===== config.mk =====
export PLATFORM = sky130hd
export DESIGN_NAME = ledsc_regs
export DESIGN_NICKNAME = d
export VERILOG_FILES = /design/src/hw/ledsc_pkg.sv /design/src/hw/ledsc_regs.sv
export SDC_FILE = /design/constraint.sdc
export NUM_CORES = 1
export LEC_CHECK = 0
export ABC_CLOCK_PERIOD_IN_PS = 2600
export BUFFER_PORTS_ARGS = -buffer_cell sky130_fd_sc_hd__buf_2
export CAP_MARGIN = 25
export CORE_MARGIN = 3
export CORE_UTILIZATION = 50
export DETAILED_ROUTE_END_ITERATION = 10
export PLACE_DENSITY = 0.72
export SLEW_MARGIN = 40
export SYNTH_ARGS = -nofsm -noshare
export SYNTH_HDL_FRONTEND = slang
export SYNTH_SLANG_ARGS = --single-unit

===== constraint.sdc =====
create_clock -name mclk -period 2.6 [get_ports mclk]
set_clock_uncertainty 0.05 [all_clocks]
set_input_delay 0.26 -clock mclk [delete_from_list [all_inputs] [get_ports mclk]]
set_output_delay 0.26 -clock mclk [all_outputs]
set_load 0.01 [all_outputs]

===== src/hw/ledsc_pkg.sv =====
// Constants and types for the LED sequencer control register bank
package ledsc_pkg;
	// Register offsets
	localparam logic [7:0] ADDR_ENABLE  = 8'h00;
	localparam logic [7:0] ADDR_OPMODE  = 8'h01;
	localparam logic [7:0] ADDR_DUTY0   = 8'h02;
	localparam logic [7:0] ADDR_LEVEL0  = 8'h05;
	localparam logic [7:0] ADDR_PC0     = 8'h09;
	localparam int         NUM_CH       = 3;
	// Enable register fields
	localparam int         LOG_BIT      = 7;
	localparam int         CHIP_BIT     = 6;
	// Channel 0 (red) sits highest: field base = 2*(2-ch)
	localparam int         RED_FIELD_LO = 4;
	// Reset values
	localparam logic [7:0] ENABLE_RST   = 8'h00;
	localparam logic [7:0] OPMODE_RST   = 8'h00;
	localparam logic [7:0] DUTY_RST     = 8'h00;
	localparam logic [7:0] LEVEL_RST    = 8'hAF;
	localparam logic [3:0] PC_RST       = 4'h0;
	// Timing
	localparam int         CLK_KHZ      = 25000;
	localparam int         STARTUP_US   = 500;
	localparam int         STARTUP_CYC  = (STARTUP_US * CLK_KHZ + 999) / 1000;

	typedef enum logic [1:0] {
		EXEC_HOLD = 2'h0,
		EXEC_STEP = 2'h1,
		EXEC_RUN  = 2'h2,
		EXEC_ONCE = 2'h3
	} ledsc_exec_t;

	typedef enum logic [1:0] {
		MODE_OFF    = 2'h0,
		MODE_LOAD   = 2'h1,
		MODE_RUN    = 2'h2,
		MODE_DIRECT = 2'h3
	} ledsc_mode_t;

	typedef struct packed {
		logic       enabled;
		logic       loadOpen;
		logic       runLevel;
		logic       issue;
		logic       direct;
		logic [7:0] duty;
		logic [7:0] level;
		logic [3:0] pc;
	} ledsc_chan_t;
endpackage


===== src/hw/ledsc_regs.sv =====
// Control register bank of a three-channel LED sequencer
// Contract
// - Enable bit 7 turns on logarithmic dimming
// - Chip enable bit 6 starts 500 us startup
// - Enable pin low clears chip enable
// - Two-bit run control per channel, read/write
// - Hold: finish current instruction, then stop
// - Program counter accessible only while holding
// - Step: run one, increment counter, back to hold
// - Run: execute continuously from current counter
// - Once: run one, no increment, back to hold
// - Run control taken on 32 kHz ticks
// - Per-channel mode; zero disables channel
// - Load mode opens memory, clears counter
// - Run mode executes per run control
// - Direct mode drives PWM from duty register
// - Mode fields taken on 32 kHz ticks
// - Drive level linear, 0.1 mA per code
// - Drive level resets to 0xAF
`timescale 1ns/1ps
module ledsc_regs #(
	parameter int STARTUP_CYCLES = ledsc_pkg::STARTUP_CYC
) (
	input  wire logic                                mclk,
	input  wire logic                                rst,
	input  wire logic                                enPin,
	input  wire logic                                slowClkPin,
	input  wire logic [7:0]                          regAddr,
	input  wire logic [7:0]                          regWdata,
	input  wire logic                                regWr,
	input  wire logic                                regRd,
	output logic      [7:0]                          regRdata,
	input  wire logic [ledsc_pkg::NUM_CH-1:0]        instrBusy,
	input  wire logic [ledsc_pkg::NUM_CH-1:0]        instrDone,
	input  wire logic [ledsc_pkg::NUM_CH-1:0]        pcAdvance,
	input  wire logic [ledsc_pkg::NUM_CH-1:0][7:0]   progDuty,
	output logic                                     logDimming,
	output logic                                     chipReady,
	output ledsc_pkg::ledsc_chan_t [ledsc_pkg::NUM_CH-1:0] chanOut
);
	initial begin
		if (STARTUP_CYCLES < 1 || STARTUP_CYCLES > 1048575) begin
			$error("STARTUP_CYCLES out of range");
		end
		// Field packing of the enable and mode registers is fixed at three channels
		if (ledsc_pkg::NUM_CH != 3) begin
			$error("NUM_CH must be 3");
		end
	end

	localparam int N = ledsc_pkg::NUM_CH;

	logic [7:0]        enable_ff;
	logic [7:0]        opmode_ff;
	logic [N-1:0][7:0] duty_ff;
	logic [N-1:0][7:0] level_ff;
	logic [N-1:0][3:0] pc_ff;
	logic [N-1:0]      clrExec;
	logic [N-1:0][1:0] execSh_ff;
	logic [N-1:0][1:0] modeSh_ff;
	logic [1:0]        enSync_ff;
	logic [2:0]        slowSync_ff;
	logic              tick;
	logic [19:0]       startCnt_ff;
	logic              chipReady_ff;
	logic [7:0]        regRdata_ff;

	// Pins cross into mclk through two flops before use
	always_ff @(posedge mclk) begin
		if (rst) begin
			enSync_ff <= 2'h0;
		end else begin
			enSync_ff <= {enSync_ff[0], enPin};
		end
	end

	// Third flop only delays the synchronised copy to find the rising edge
	always_ff @(posedge mclk) begin
		if (rst) begin
			slowSync_ff <= 3'h0;
		end else begin
			slowSync_ff <= {slowSync_ff[1:0], slowClkPin};
		end
	end

	// Rising edge of the slow clock, seen on the synchronised copies only
	assign tick = slowSync_ff[1] & ~slowSync_ff[2];

	// Enable register: host writes, pin clear and engine clears of run control
	always_ff @(posedge mclk) begin
		if (rst) begin
			enable_ff <= ledsc_pkg::ENABLE_RST;
		end else begin
			for (int c = 0; c < N; c++) begin
				if (clrExec[c]) begin
					enable_ff[ledsc_pkg::RED_FIELD_LO-2*c +: 2] <= 2'h0;
				end
			end
			// A host write overrides a same-cycle engine clear: it is the newer intent
			if (regWr && regAddr == ledsc_pkg::ADDR_ENABLE) begin
				enable_ff <= regWdata;
			end
			if (!enSync_ff[1]) begin
				enable_ff[ledsc_pkg::CHIP_BIT] <= 1'b0;
			end
		end
	end

	always_ff @(posedge mclk) begin
		if (rst) begin
			opmode_ff <= ledsc_pkg::OPMODE_RST;
		end else if (regWr && regAddr == ledsc_pkg::ADDR_OPMODE) begin
			opmode_ff <= {2'h0, regWdata[5:0]};
		end
	end

	// Startup delay counts from the set of chip enable
	always_ff @(posedge mclk) begin
		if (rst || !enable_ff[ledsc_pkg::CHIP_BIT]) begin
			startCnt_ff  <= 20'h0;
			chipReady_ff <= 1'b0;
		end else if (startCnt_ff == 20'(STARTUP_CYCLES - 1)) begin
			chipReady_ff <= 1'b1;
		end else begin
			startCnt_ff <= startCnt_ff + 20'h1;
		end
	end

	genvar g;
	generate
		for (g = 0; g < N; g++) begin : gCh
			localparam int LO = ledsc_pkg::RED_FIELD_LO - 2 * g;
			logic       pend_ff;
			logic       incr_ff;
			logic [1:0] hostExec;
			assign hostExec = enable_ff[LO +: 2];

			always_ff @(posedge mclk) begin
				if (rst) begin
					duty_ff[g] <= ledsc_pkg::DUTY_RST;
				end else if (regWr && regAddr == ledsc_pkg::ADDR_DUTY0 + 8'(g)) begin
					duty_ff[g] <= regWdata;
				end
			end

			always_ff @(posedge mclk) begin
				if (rst) begin
					level_ff[g] <= ledsc_pkg::LEVEL_RST;
				end else if (regWr && regAddr == ledsc_pkg::ADDR_LEVEL0 + 8'(g)) begin
					level_ff[g] <= regWdata;
				end
			end

			// Fields reach the engine side only on slow clock ticks
			always_ff @(posedge mclk) begin
				if (rst) begin
					execSh_ff[g] <= 2'h0;
				end else if (clrExec[g]) begin
					execSh_ff[g] <= 2'h0;
				end else if (tick) begin
					execSh_ff[g] <= hostExec;
				end
			end

			// Mode is never cleared by the engine, only re-copied on ticks
			always_ff @(posedge mclk) begin
				if (rst) begin
					modeSh_ff[g] <= 2'h0;
				end else if (tick) begin
					modeSh_ff[g] <= opmode_ff[LO +: 2];
				end
			end

			// Single instruction request: step or once, answered by instrDone
			always_ff @(posedge mclk) begin
				if (rst) begin
					pend_ff <= 1'b0;
					incr_ff <= 1'b0;
				end else if (pend_ff) begin
					if (instrDone[g]) begin
						pend_ff <= 1'b0;
					end
				end else if (tick && !instrBusy[g]
					&& modeSh_ff[g] == ledsc_pkg::MODE_RUN
					&& (execSh_ff[g] == ledsc_pkg::EXEC_STEP
					|| execSh_ff[g] == ledsc_pkg::EXEC_ONCE)) begin
					pend_ff <= 1'b1;
					incr_ff <= (execSh_ff[g] == ledsc_pkg::EXEC_STEP);
				end
			end
			assign clrExec[g] = pend_ff & instrDone[g];

			// Counter: load clear, then engine advance, then host write in hold
			always_ff @(posedge mclk) begin
				if (rst) begin
					pc_ff[g] <= ledsc_pkg::PC_RST;
				end else if (modeSh_ff[g] == ledsc_pkg::MODE_LOAD) begin
					pc_ff[g] <= ledsc_pkg::PC_RST;
				end else if ((clrExec[g] && incr_ff)
					|| (pcAdvance[g] && execSh_ff[g] == ledsc_pkg::EXEC_RUN)) begin
					pc_ff[g] <= pc_ff[g] + 4'h1;
				end else if (regWr && regAddr == ledsc_pkg::ADDR_PC0 + 8'(g)
					&& hostExec == ledsc_pkg::EXEC_HOLD) begin
					pc_ff[g] <= regWdata[3:0];
				end
			end

			always_ff @(posedge mclk) begin
				if (rst) begin
					chanOut[g].enabled  <= 1'b0;
					chanOut[g].loadOpen <= 1'b0;
					chanOut[g].direct   <= 1'b0;
				end else begin
					chanOut[g].enabled  <= chipReady_ff
						&& modeSh_ff[g] != ledsc_pkg::MODE_OFF;
					chanOut[g].loadOpen <= modeSh_ff[g] == ledsc_pkg::MODE_LOAD;
					chanOut[g].direct   <= modeSh_ff[g] == ledsc_pkg::MODE_DIRECT;
				end
			end

			always_ff @(posedge mclk) begin
				if (rst) begin
					chanOut[g].runLevel <= 1'b0;
					chanOut[g].issue    <= 1'b0;
				end else begin
					// Dropping this level lets the engine end its instruction and stop
					chanOut[g].runLevel <= chipReady_ff
						&& modeSh_ff[g] == ledsc_pkg::MODE_RUN
						&& execSh_ff[g] == ledsc_pkg::EXEC_RUN;
					chanOut[g].issue    <= tick && !pend_ff && !instrBusy[g]
						&& modeSh_ff[g] == ledsc_pkg::MODE_RUN
						&& (execSh_ff[g] == ledsc_pkg::EXEC_STEP
						|| execSh_ff[g] == ledsc_pkg::EXEC_ONCE);
				end
			end

			// Data fields of the channel word
			always_ff @(posedge mclk) begin
				if (rst) begin
					chanOut[g].duty     <= 8'h00;
					chanOut[g].level    <= 8'h00;
					chanOut[g].pc       <= 4'h0;
				end else begin
					chanOut[g].duty     <= (modeSh_ff[g] == ledsc_pkg::MODE_DIRECT)
						? duty_ff[g] : progDuty[g];
					chanOut[g].level    <= level_ff[g];
					chanOut[g].pc       <= pc_ff[g];
				end
			end
		end
	endgenerate

	// Read path; counter reads as zero outside hold, unmapped reads as zero
	always_ff @(posedge mclk) begin
		if (rst) begin
			regRdata_ff <= 8'h00;
		end else if (regRd) begin
			regRdata_ff <= 8'h00;
			if (regAddr == ledsc_pkg::ADDR_ENABLE) begin
				regRdata_ff <= enable_ff;
			end
			if (regAddr == ledsc_pkg::ADDR_OPMODE) begin
				regRdata_ff <= opmode_ff;
			end
			for (int c = 0; c < N; c++) begin
				if (regAddr == ledsc_pkg::ADDR_DUTY0 + 8'(c)) begin
					regRdata_ff <= duty_ff[c];
				end
				if (regAddr == ledsc_pkg::ADDR_LEVEL0 + 8'(c)) begin
					regRdata_ff <= level_ff[c];
				end
				if (regAddr == ledsc_pkg::ADDR_PC0 + 8'(c)
					&& enable_ff[ledsc_pkg::RED_FIELD_LO-2*c +: 2] == 2'h0) begin
					regRdata_ff <= {4'h0, pc_ff[c]};
				end
			end
		end
	end

	always_ff @(posedge mclk) begin
		if (rst) begin
			logDimming <= 1'b0;
		end else begin
			logDimming <= enable_ff[ledsc_pkg::LOG_BIT];
		end
	end

	// Extra stage keeps every top output straight from a flop
	always_ff @(posedge mclk) begin
		if (rst) begin
			chipReady <= 1'b0;
		end else begin
			chipReady <= chipReady_ff;
		end
	end

	assign regRdata = regRdata_ff;
endmodule // ledsc_regs


Word level (Yosys, flattened, before mapping) --
Cells that the tools add are included. Widths: inputs -> output; s select.
Operators by class: shifts and indexed selects 0, multiply operators 0, add/sub/neg operators 4, bitwise gates (word level) 9, muxes and demuxes 33, $lt $le $gt $ge 0, equal/unequal tests 29, div/mod/pow operators 0, reduce and logical (&&, ||, !) cells 90
Operators by type and width (number):
- $mux 8 | 14
- $logic_and 1x1->1 | 53
- $eq 8x3->1 const B | 4
- $eq 2x2->1 const B | 12
- $eq 8x4->1 const B | 3
- $mux 4 | 6
- $add 20x1->20 const B | 1
- $eq 20x14->1 const B | 1
- $reduce_bool 2->1 | 9
- $eq 8x2->1 const B | 2
- $reduce_or 2->1 | 7
- $add 4x1->4 const B | 3
- $eq 2x1->1 const B | 6
- $mux 1 | 9
- $eq 8x1->1 const B | 1
- $logic_not 8->1 | 1
- $logic_not 1->1 | 7
- $logic_or 1x1->1 | 7
- $logic_not 2->1 | 3
- $mux 2 | 3
- $mux 6 | 1
- $reduce_and 2->1 | 3
- $not 1->1 | 5
- $and 1x1->1 | 4
Word-level totals: input bits 55, output and inout port bits 85, ROM bits 0, bits in registers 203, latch bits 0, bits in writable memories 0, memories kept 0, logic and storage cells 223

Logic depth before layout (Yosys ltp) --
Gate-level depths: netlist of the first run.
word-level depth 12, mapped depth 9, gate-level depth less buffers 5

Worst setup path before layout of the first run --
Ideal clock, no wire load.
path type input to register, start point input regAddr[5], end point register regRdata_ff[3], in the netlist regRdata[3], data required time 2.470 ns, path buffers 1, path slack 0.741 ns, arrival time 1.729 ns, stages on the path 6, setup time 0.080 ns, cells stage by stage or4_4 > buf_2 > or3_1 > a31oi_1 > o21ai_1 > a211oi_2
On the way: word-level cells in the longest chain between the ends 12, elaborated cells on any way between the ends 25, those cells by class eq/ne: 10; mux: 11; reduce/logical: 4
Ends and longest elaborated chain:
- start: declaration | RTL line ledsc_regs.sv:28 | input wire logic [7:0] regAddr,
- $logic_not 8->1 | RTL line ledsc_regs.sv:259 | if (regAddr == ledsc_pkg::ADDR_ENABLE) begin
- $mux 8 | RTL line ledsc_regs.sv:259
- $mux 8 | RTL line ledsc_regs.sv:262 | if (regAddr == ledsc_pkg::ADDR_OPMODE) begin
- $mux 8 | RTL line ledsc_regs.sv:266 | if (regAddr == ledsc_pkg::ADDR_DUTY0 + 8'(c)) begin
- $mux 8 | RTL line ledsc_regs.sv:269 | if (regAddr == ledsc_pkg::ADDR_LEVEL0 + 8'(c)) begin
- $mux 8 | RTL line ledsc_regs.sv:272 | if (regAddr == ledsc_pkg::ADDR_PC0 + 8'(c)
- $mux 8 | RTL line ledsc_regs.sv:266
- $mux 8 | RTL line ledsc_regs.sv:269
- $mux 8 | RTL line ledsc_regs.sv:272
- $mux 8 | RTL line ledsc_regs.sv:266
- $mux 8 | RTL line ledsc_regs.sv:269
- $mux 8 (*) | RTL line ledsc_regs.sv:272
- end signal: assignment | RTL line ledsc_regs.sv:267 | regRdata_ff <= duty_ff[c];
- end signal: assignment | RTL line ledsc_regs.sv:270 | regRdata_ff <= level_ff[c];
- end signal: assignment | RTL line ledsc_regs.sv:274 | regRdata_ff <= {4'h0, pc_ff[c]};
- end: declaration | RTL line ledsc_regs.sv:66 | logic [7:0] regRdata_ff;
Mark *: on every way between the ends. The rest lies on a longest branch, timed or not. A chain may end at the register's enable or synchronous reset.

Final worst setup path of the first run --
start point register enable_ff[0], end point register pc_ff[9] in the netlist's numbering
On the way: word-level cells in the longest chain between the ends 3
Ends and longest elaborated chain:
- start: declaration | RTL line ledsc_regs.sv:53 | logic [7:0] enable_ff;
- start signal: assignment | RTL line ledsc_regs.sv:92 | enable_ff <= ledsc_pkg::ENABLE_RST;
- start signal: assignment | RTL line ledsc_regs.sv:101 | enable_ff <= regWdata;
- $logic_not 2->1 | RTL line ledsc_regs.sv:203 | && hostExec == ledsc_pkg::EXEC_HOLD) begin
- $logic_and 1x1->1 | RTL line ledsc_regs.sv:203
- $reduce_bool 2->1 (no line)
- end signal: indexed assignment | RTL line ledsc_regs.sv:198 | pc_ff[g] <= ledsc_pkg::PC_RST;
- end signal: indexed assignment | RTL line ledsc_regs.sv:201 | pc_ff[g] <= pc_ff[g] + 4'h1;
- end signal: indexed assignment | RTL line ledsc_regs.sv:204 | pc_ff[g] <= regWdata[3:0];
- end: declaration | RTL line ledsc_regs.sv:57 | logic [N-1:0][3:0] pc_ff;
Every way passes these cells.

==> results of run 1 <==
-- what timing repair did --
action                                 in CTS  in global routing
endpoints found under the hold margin      32                  0
gates resized for setup                     0                  0
hold buffers                               29                  0
-- per-stage QoR --
stage          cells  cell area, um^2
3_5_place_dp    1291             9280
5_1_grt         1359            10300
2_1_floorplan    981             8400
6_report        1359            10300
4_1_cts         1359            10300
3_3_place_gp    1291             9280
-- metal layers --
layer	vias up	routed length [um]	share of wire [%]	global-route usage [%]
li1	3742	-	-	-
met1	3680	11200	44	37.9
met2	321	11400	45	42.6
met3	45	2080	8.2	5.01
met4	0	553	2.2	6.49
met5	-	0	0	0
-- power by group --
group / total (uW) / internal (uW) / leakage, uW / switching [uW]
clock: 3210 / 1990 / 0.000370 / 1230
sequential: 3170 / 3150 / 0.00165 / 13.6
combinational: 399 / 150 / 0.00221 / 249
total: 6780 / 5290 / 0.00423 / 1490
-- sequential cells by signal, summed over array words and instances (netlist names) --
signal and count:
modeSh_ff 6, enSync_ff 2, level_ff 24, gCh.incr_ff 3, chipReady_ff 1, gCh.pend_ff 3, execSh_ff 6, slowSync_ff 3
chanOut 75, chipReady 1, opmode_ff 6, logDimming 1, regRdata 8, enable_ff 8, duty_ff 24, pc_ff 12
startCnt_ff 20
-- cell type report --
class	count	area [um^2]
Clock buffer	35	681
Inverter	13	48.8
Sequential cell	203	4060
Clock inverter	4	73.8
Multi-Input combinational cell	701	4030
Fill cell	1383	5850
Timing Repair Buffer	187	1160
Tap cell	216	270
-- placed cells by master (no fill, tap or decap), types with 4 or more instances in the layout --
master	n
dfxtp_1	203
buf_2	138
nand2_1	125
a21oi_1	92
nor2_1	91
nand3_1	85
nor2b_1	48
dlygate4sd3_1	29
mux2i_1	24
clkbuf_16	23
o21ai_0	19
buf_4	18
nand2b_1	17
a221oi_1	14
inv_1	13
nand4_1	13
a31oi_1	11
nor3_1	10
o211ai_1	9
xor2_1	9
xnor2_1	8
or3_1	7
and3_1	7
nor4b_1	7
nor3b_1	6
nand3b_1	6
a211oi_1	6
and2_1	6
or2_2	6
nor4_1	6
clkbuf_1	6
clkbuf_8	6
or3b_2	5
a32oi_1	4
ha_1	4
-- kinds of logic (layout without fill, tap and decap cells) --
| family | after synthesis | count (layout) | synth area share, % |
|---|---|---|---|
| and+or+nand+nor | 464 | 464 | 28.2 |
| DFF | 203 | 203 | 48.4 |
| AOI/OAI and AO/OA | 190 | 190 | 14.3 |
| buffers and inverters | 77 | 239 | 3.65 |
| muxes | 26 | 26 | 3.13 |
| xor gates and xnor gates | 17 | 17 | 1.77 |
| adders and majority gates | 4 | 4 | 0.596 |
-- worst register-to-register path, cell delays in order, from the launching register on --
cell      delay, ns
dfxtp_1        0.38
nor4b_1        0.49
and4_1         0.40
and2_1         0.26
mux2i_1        0.10
a211oi_1       0.24
-- worst max path at each step --
stage,to,cells past startpoint
6_report,pc_ff[9]$_SDFFE_PP0P_,5
5_1_grt,pc_ff[9]$_SDFFE_PP0P_,5
4_1_cts,pc_ff[9]$_SDFFE_PP0P_,5
3_5_place_dp,opmode_ff[4]$_SDFFE_PP0P_,6
3_3_place_gp,opmode_ff[2]$_SDFFE_PP0P_,6
2_1_floorplan,regRdata[3]$_SDFFE_PP0P_,6
==> summary.txt, run 1 <==
outcome = finished, final reports clean
Leakage = 0.00423 uW
Via Count = 7788
Antenna Violating Nets Remaining = 0
final wirelength = 25200 um
ANT cells = 0
Overall Power = 6780 uW
CTS tree = yes
Worst IR Drop VDD = 0.548 mV
minimum clock period = 2.00 ns
drt first pass iters = 6
# DRC = 0
Setup WS post-layout = 0.595 ns
largest net degree at the start of global routing = 71
total track usage = 26.8%
number of port buffers = 139
H-tree lvl count = 1
pre-CTS setup slack = 0.362 ns
Top-Level Pins = 140
area grow syn2layout = 22.9%
crit-path max FO = 6
CORE AREA = 16200 um^2
Worst R2R End = pc_ff[9]$_SDFFE_PP0P_
FP Rows = 46
Netlist Area Pre-Place = 8400 um^2
critical path class = flip-flop to flip-flop
DRT iter0 DRCs = 789
layout cells sized above 1 = 19.0%
post-synthesis sequential area ratio = 48.4%
Post-synth top flop = dfxtp_1
Die X-Extent = 136 um
CP Launch Type = flip-flop
CTS Buf Count = 22
most frequent cell after synthesis = dfxtp_1
Synth cell types = 68
average wire per standard cell = 18.5 um
clock sink count = 203
Chip Height = 136 um
RSZ-0062 raised after global routing = no
Via density = 5.73
crit path cell chain = nor4b_1 > and4_1 > and2_1 > mux2i_1 > a211oi_1
Fin. Hold Viols = 0
Post-synth top cells = dfxtp_1 (203), nand2_1 (125), a21oi_1 (92)
dominant cell type by area after synthesis = dfxtp_1
max-cap viol count = 0
Detailed Place HPWL = 17400 um
Mapped Avg Cell Area = 8.56 um^2
main area contributors after synthesis = dfxtp_1 (48%), nand2_1 (5.6%), a21oi_1 (5.5%)
Worst-Margin Slew = 0.830 ns
Crit. End Element = flip-flop
Die ar. = 18400 um^2
Slew Limit Fails = 0
Final TNS setup = 0 ns
first-pass GRT wire length = 39200 um
initial antenna violation count = 0
vias in the first global route = 7211
Worst Hold Margin = 0.0524 ns
clock transition at the registers of the reported paths = 0.06 ns
Post-synth EDFFs = 0
starting density of the core = 51.9%
Critical path origin = enable_ff[0]$_SDFFE_PP0P_
delay-heaviest family, CP = simple AND/OR/NAND/NOR gates
WP buf/inv = 0
Arr. time, crit path = 2.37 ns
final net count = 1187
hold path start = regWdata[5]
worst hold stages = 3
Power Density = 657 nW/um^2
grt ovf = 0
setup bufs post-CTS = 0
classification of the worst-slack hold path = input pin to flip-flop
Post-synth ARST share = 0%
yosys warns = 0
flops & latches, synth = 203
clk_lat worst skew = 0.50 ns
Gate Count Post-Synth = 981
GP Congestion = 0.929
R2R setup slack = 0.60 ns
Syn Nets = 1040
Tcrit/Tclk final = 77.1%
cell depth of the worst flop-to-flop path = 5
Setup Viol. Count Final = 0
Util after Layout = 63.8%
slowest stage delay, CP = 0.49 ns
Critical R2R Launch = enable_ff[0]$_SDFFE_PP0P_
top-area cell type share of the netlist area = 48.4%
Slowest-stage cell, CP = nor4b_1
Hold Crit Endpoint = enable_ff[5]$_SDFFE_PP0P_
FMAX = 499 MHz
CP Data Required Time = 2.97 ns
CTS Buffer Depth = 3
Slew headroom = 44.7%
clk root buf = clkbuf_16
(Power assumes the default switching activity.)
==> run 2, diff against run 1 <==
--- a/config.mk
+++ b/config.mk
@@ -5,13 +5,14 @@
 export SDC_FILE = /design/constraint.sdc
 export NUM_CORES = 1
 export LEC_CHECK = 0
-export ABC_CLOCK_PERIOD_IN_PS = 2600
+export ABC_AREA = 1
+export ABC_CLOCK_PERIOD_IN_PS = 2100
 export BUFFER_PORTS_ARGS = -buffer_cell sky130_fd_sc_hd__buf_2
 export CAP_MARGIN = 25
 export CORE_MARGIN = 3
 export CORE_UTILIZATION = 50
 export DETAILED_ROUTE_END_ITERATION = 10
-export PLACE_DENSITY = 0.72
+export PLACE_DENSITY = 0.73
 export SLEW_MARGIN = 40
 export SYNTH_ARGS = -nofsm -noshare
 export SYNTH_HDL_FRONTEND = slang
==> constraint.sdc (replaced) <==
create_clock -name mclk -period 2.1 [get_ports mclk]
set_clock_uncertainty 0.05 [all_clocks]
set_input_delay 0.21 -clock mclk [delete_from_list [all_inputs] [get_ports mclk]]
set_output_delay 0.21 -clock mclk [all_outputs]
set_load 0.01 [all_outputs]
==> run 2 against run 1 <==
Compared with the run above: sequential power increased by 25%; first-iteration DRC count decreased by 20%; cell area decreased by 5.5%; final cell count increased by 4.3%; die area decreased by 6.0%; clock-buffer cell count decreased by 5; flip-flop and latch count unchanged; via count decreased by 6.6%; sequential share of layout area increased by 2.3 points; register-to-register slack got worse by 0.34 ns; critical path type unchanged; critical endpoint is now startCnt_ff[14]$_SDFFE_PP0P_; largest cell class unchanged; largest power group is now registers; highest routed layer unchanged.
==> summary.txt, run 2 <==
outcome = finished, final reports clean
Fin. Hold Viols = 0 (unchanged)
most frequent cells in the layout = dfxtp_1 (203), nand2_1 (164), buf_2 (139), nor2_1 (131), inv_1 (125)
Via Count = 7273 (-6.6%)
RSZ-0062 raised after global routing = no
main area contributors after synthesis = dfxtp_1 (52%), nand2_1 (7.8%), a21oi_1 (6.4%)
CP Launch Type = flip-flop
Post-CTS Resized = 0 (unchanged)
CORE AREA = 15300 um^2 (-5.3%)
Slew Limit Fails = 0 (unchanged)
max-cap viol count = 0 (unchanged)
layout cells sized above 1 = 17.7% (-1.3 points)
Util after Layout = 63.7% (-0.12 points)
minimum clock period = 1.84 ns (-0.162 ns)
fin cells = 1418 (+4.3%)
vias in the first global route = 6841 (-5.1%)
Crit. End Element = flip-flop
Via density = 5.13 (-10%)
ANT cells = 0 (unchanged)
biggest registers after layout = chanOut (75), duty_ff (24), level_ff (24)
Post-synth top cells = dfxtp_1 (203), nand2_1 (164), nor2_1 (131)
area grow syn2layout = 24.0%
Final TNS setup = 0 ns (unchanged)
Gate Count Post-Synth = 1022 (+4.2%)
final wirelength = 21300 um (-16%)
Die ar. = 17300 um^2 (-6.0%)
clk_lat worst skew = 0.49 ns (about the same)
Power Density = 826 nW/um^2 (+26%)
classification of the worst-slack hold path = input pin to flip-flop
initial antenna violation count = 0 (unchanged)
cell area after layout = 9760 um^2 (-5.5%)
Critical path origin = startCnt_ff[0]$_SDFFE_PP0P_
Tcrit/Tclk final = 87.7% (+11 points)
setup bufs post-CTS = 0 (unchanged)
Slew headroom = 62.9% (+18 points)
commonest non-fill, non-tap cell in the layout = dfxtp_1
CTS Buf Count = 21 (-4.5%)
CTS tree = yes
Switching Fraction = 21.9% (-0.13 points)
clk root buf = clkbuf_16
Syn Nets = 1081 (+3.9%)
Netlist Area Pre-Place = 7870 um^2 (-6.3%)
Die X-Extent = 131 um (-3.1%)
Inst Count DP = 1349 (+4.5%)
Arr. time, crit path = 2.17 ns (-0.20 ns)
Antenna Violating Nets Remaining = 0 (unchanged)
Post-synth top flop = dfxtp_1
Post-synth EDFFs = 0 (unchanged)
number of port buffers = 139 (unchanged)
average wire per standard cell = 15.0 um (-19%)
Clk network pwr share = 45.4% (-2.0 points)
hold_buf cts = 32 (+10%)
clock sink count = 203 (unchanged)
FP Rows = 45 (-2.2%)
Leakage = 0.00436 uW (+3.3%)
Chip Height = 131 um (-3.1%)
R2R setup slack = 0.26 ns (-0.34 ns)
grt ovf = 0 (unchanged)
Top-Level Pins = 140 (unchanged)
Worst-Margin Slew = 0.555 ns (-0.275 ns)
CTS Buffer Depth = 3 (unchanged)
total track usage = 24.0% (-2.8 points)
Overall Power = 8060 uW (+19%)
post-synthesis sequential area ratio = 51.6% (+3.3 points)
Critical R2R Launch = startCnt_ff[0]$_SDFFE_PP0P_
largest net degree at the start of global routing = 79 (+11%)
Worst IR Drop VDD = 0.550 mV (+0.33%)
most frequent cell after synthesis = dfxtp_1
Synth cell types = 35 (-49%)
Worst R2R End = startCnt_ff[14]$_SDFFE_PP0P_
max reg flops = 75 (unchanged)
drt first pass iters = 5 (-1)
Detailed Place HPWL = 15000 um (-14%)
clock transition at the registers of the reported paths = 0.06 ns (about the same)
starting density of the core = 51.4% (-0.54 points)
yosys warns = 0 (unchanged)
combinational share of power = 5.6% (-0.3 points)
Mapped Avg Cell Area = 7.70 um^2 (-10%)
GP Congestion = 0.917 (-1.3%)
fill count = 1366 (-1.2%)
CP endpoint = startCnt_ff[14]$_SDFFE_PP0P_
dominant cell type by area after synthesis = dfxtp_1
final net count = 1252 (+5.5%)
Sequential Power Share = 49.0% (+2.3 points)
flops & latches, synth = 203 (unchanged)
# DRC = 0 (unchanged)
Setup Viol. Count Final = 0 (unchanged)
most flop-heavy register = chanOut
critical path class = flip-flop to flip-flop
NetSw = 1760 uW (+18%)
top-area cell type share of the netlist area = 51.6% (+3.3 points)
crit-path max FO = 5 (-1)
DRT iter0 DRCs = 629 (-20%)
DP Area = 8760 um^2 (-5.6%)
H-tree lvl count = 1 (unchanged)
cell depth of the worst flop-to-flop path = 9 (+4)
CP Data Required Time = 2.43 ns (-0.54 ns)
Post-synth ARST share = 0% (unchanged)
P_int = 6300 uW (+19%)
FMAX = 543 MHz (+8.8%)
first-pass GRT wire length = 34400 um (-12%)
==> run 2: kinds of logic (layout without fill, tap and decap cells) <==
family,Yosys count,after routing,share of synthesized area (%)
AO/OA/AOI/OAI,233,233,16.0
XOR/XNOR,1,1,0.111
adder cells (fa/ha/maj),4,4,0.636
buffers and inverters,167,352,8.39
flip-flops,203,203,51.6
AND/OR/NAND/NOR,414,414,23.2
==> run 2: cell type report <==
cell class	instances	area (um^2)	share of cell area, %
Clock buffer	30	589	6.04
Clock inverter	7	91.3	0.936
Inverter	135	507	5.19
Multi-Input combinational cell	652	3150	32.2
Sequential cell	203	4060	41.6
Tap cell	211	264	2.71
Timing Repair Buffer	180	1100	11.2
==> run 2: metal layers <==
| metal | share of wire (%) | global-route usage, % | routed length [um] | vias to the layer above |
|---|---|---|---|---|
| li1 | - | - | - | 3692 |
| met1 | 45 | 32.9 | 9590 | 3289 |
| met2 | 46 | 39.7 | 9790 | 253 |
| met3 | 6.4 | 3.64 | 1360 | 39 |
| met4 | 2.4 | 6.42 | 510 | 0 |
| met5 | 0 | 0 | 0 | - |
==> run 2: worst min-delay path by stage <==
stage                                     end                 startpoint  cells after the start
floorplan             enSync_ff[0]$_SDFF_PP0_                      enPin                      2
global placement       chanOut[47]$_SDFF_PP0_  execSh_ff[2]$_SDFFE_PP0P_                      1
detailed placement  slowSync_ff[1]$_SDFF_PP0_  slowSync_ff[0]$_SDFF_PP0_                      2
CTS                 enable_ff[2]$_SDFFE_PP0P_                regWdata[2]                      3
global route            pc_ff[6]$_SDFFE_PP0P_                regWdata[2]                      3
finish              enable_ff[2]$_SDFFE_PP0P_                regWdata[2]                      3
==> run 2: critical path: stages, from the launching register on <==
cell and delay (ns):
dfxtp_1 0.36, ha_1 0.22, nand2_1 0.08, inv_1 0.09, nand4_1 0.21, nor3_2 0.24, nand3_1 0.14, nor2_1 0.15
a21oi_1 0.08, o21a_1 0.11
==> run 2: power groups by stage <==
stage / Sequential [uW] / Combinational (uW) / Clock [uW]
after global routing: 3960 / 492 / 3850
after global placement: 4030 / 390 / 0
after CTS: 3950 / 443 / 3710
after floorplan: 4060 / 182 / 0
after detailed placement: 4030 / 394 / 0
final: 3950 / 448 / 3660
==> run 2: per-stage QoR <==
step	hold slack, ns	worst slack, ns
after floorplan	0.267	0.518
after global placement	0.362	0.309
after detailed placement	0.357	0.292
after CTS	0.0146	0.286
after global routing	0.0323	0.0556
final	0.0275	0.258
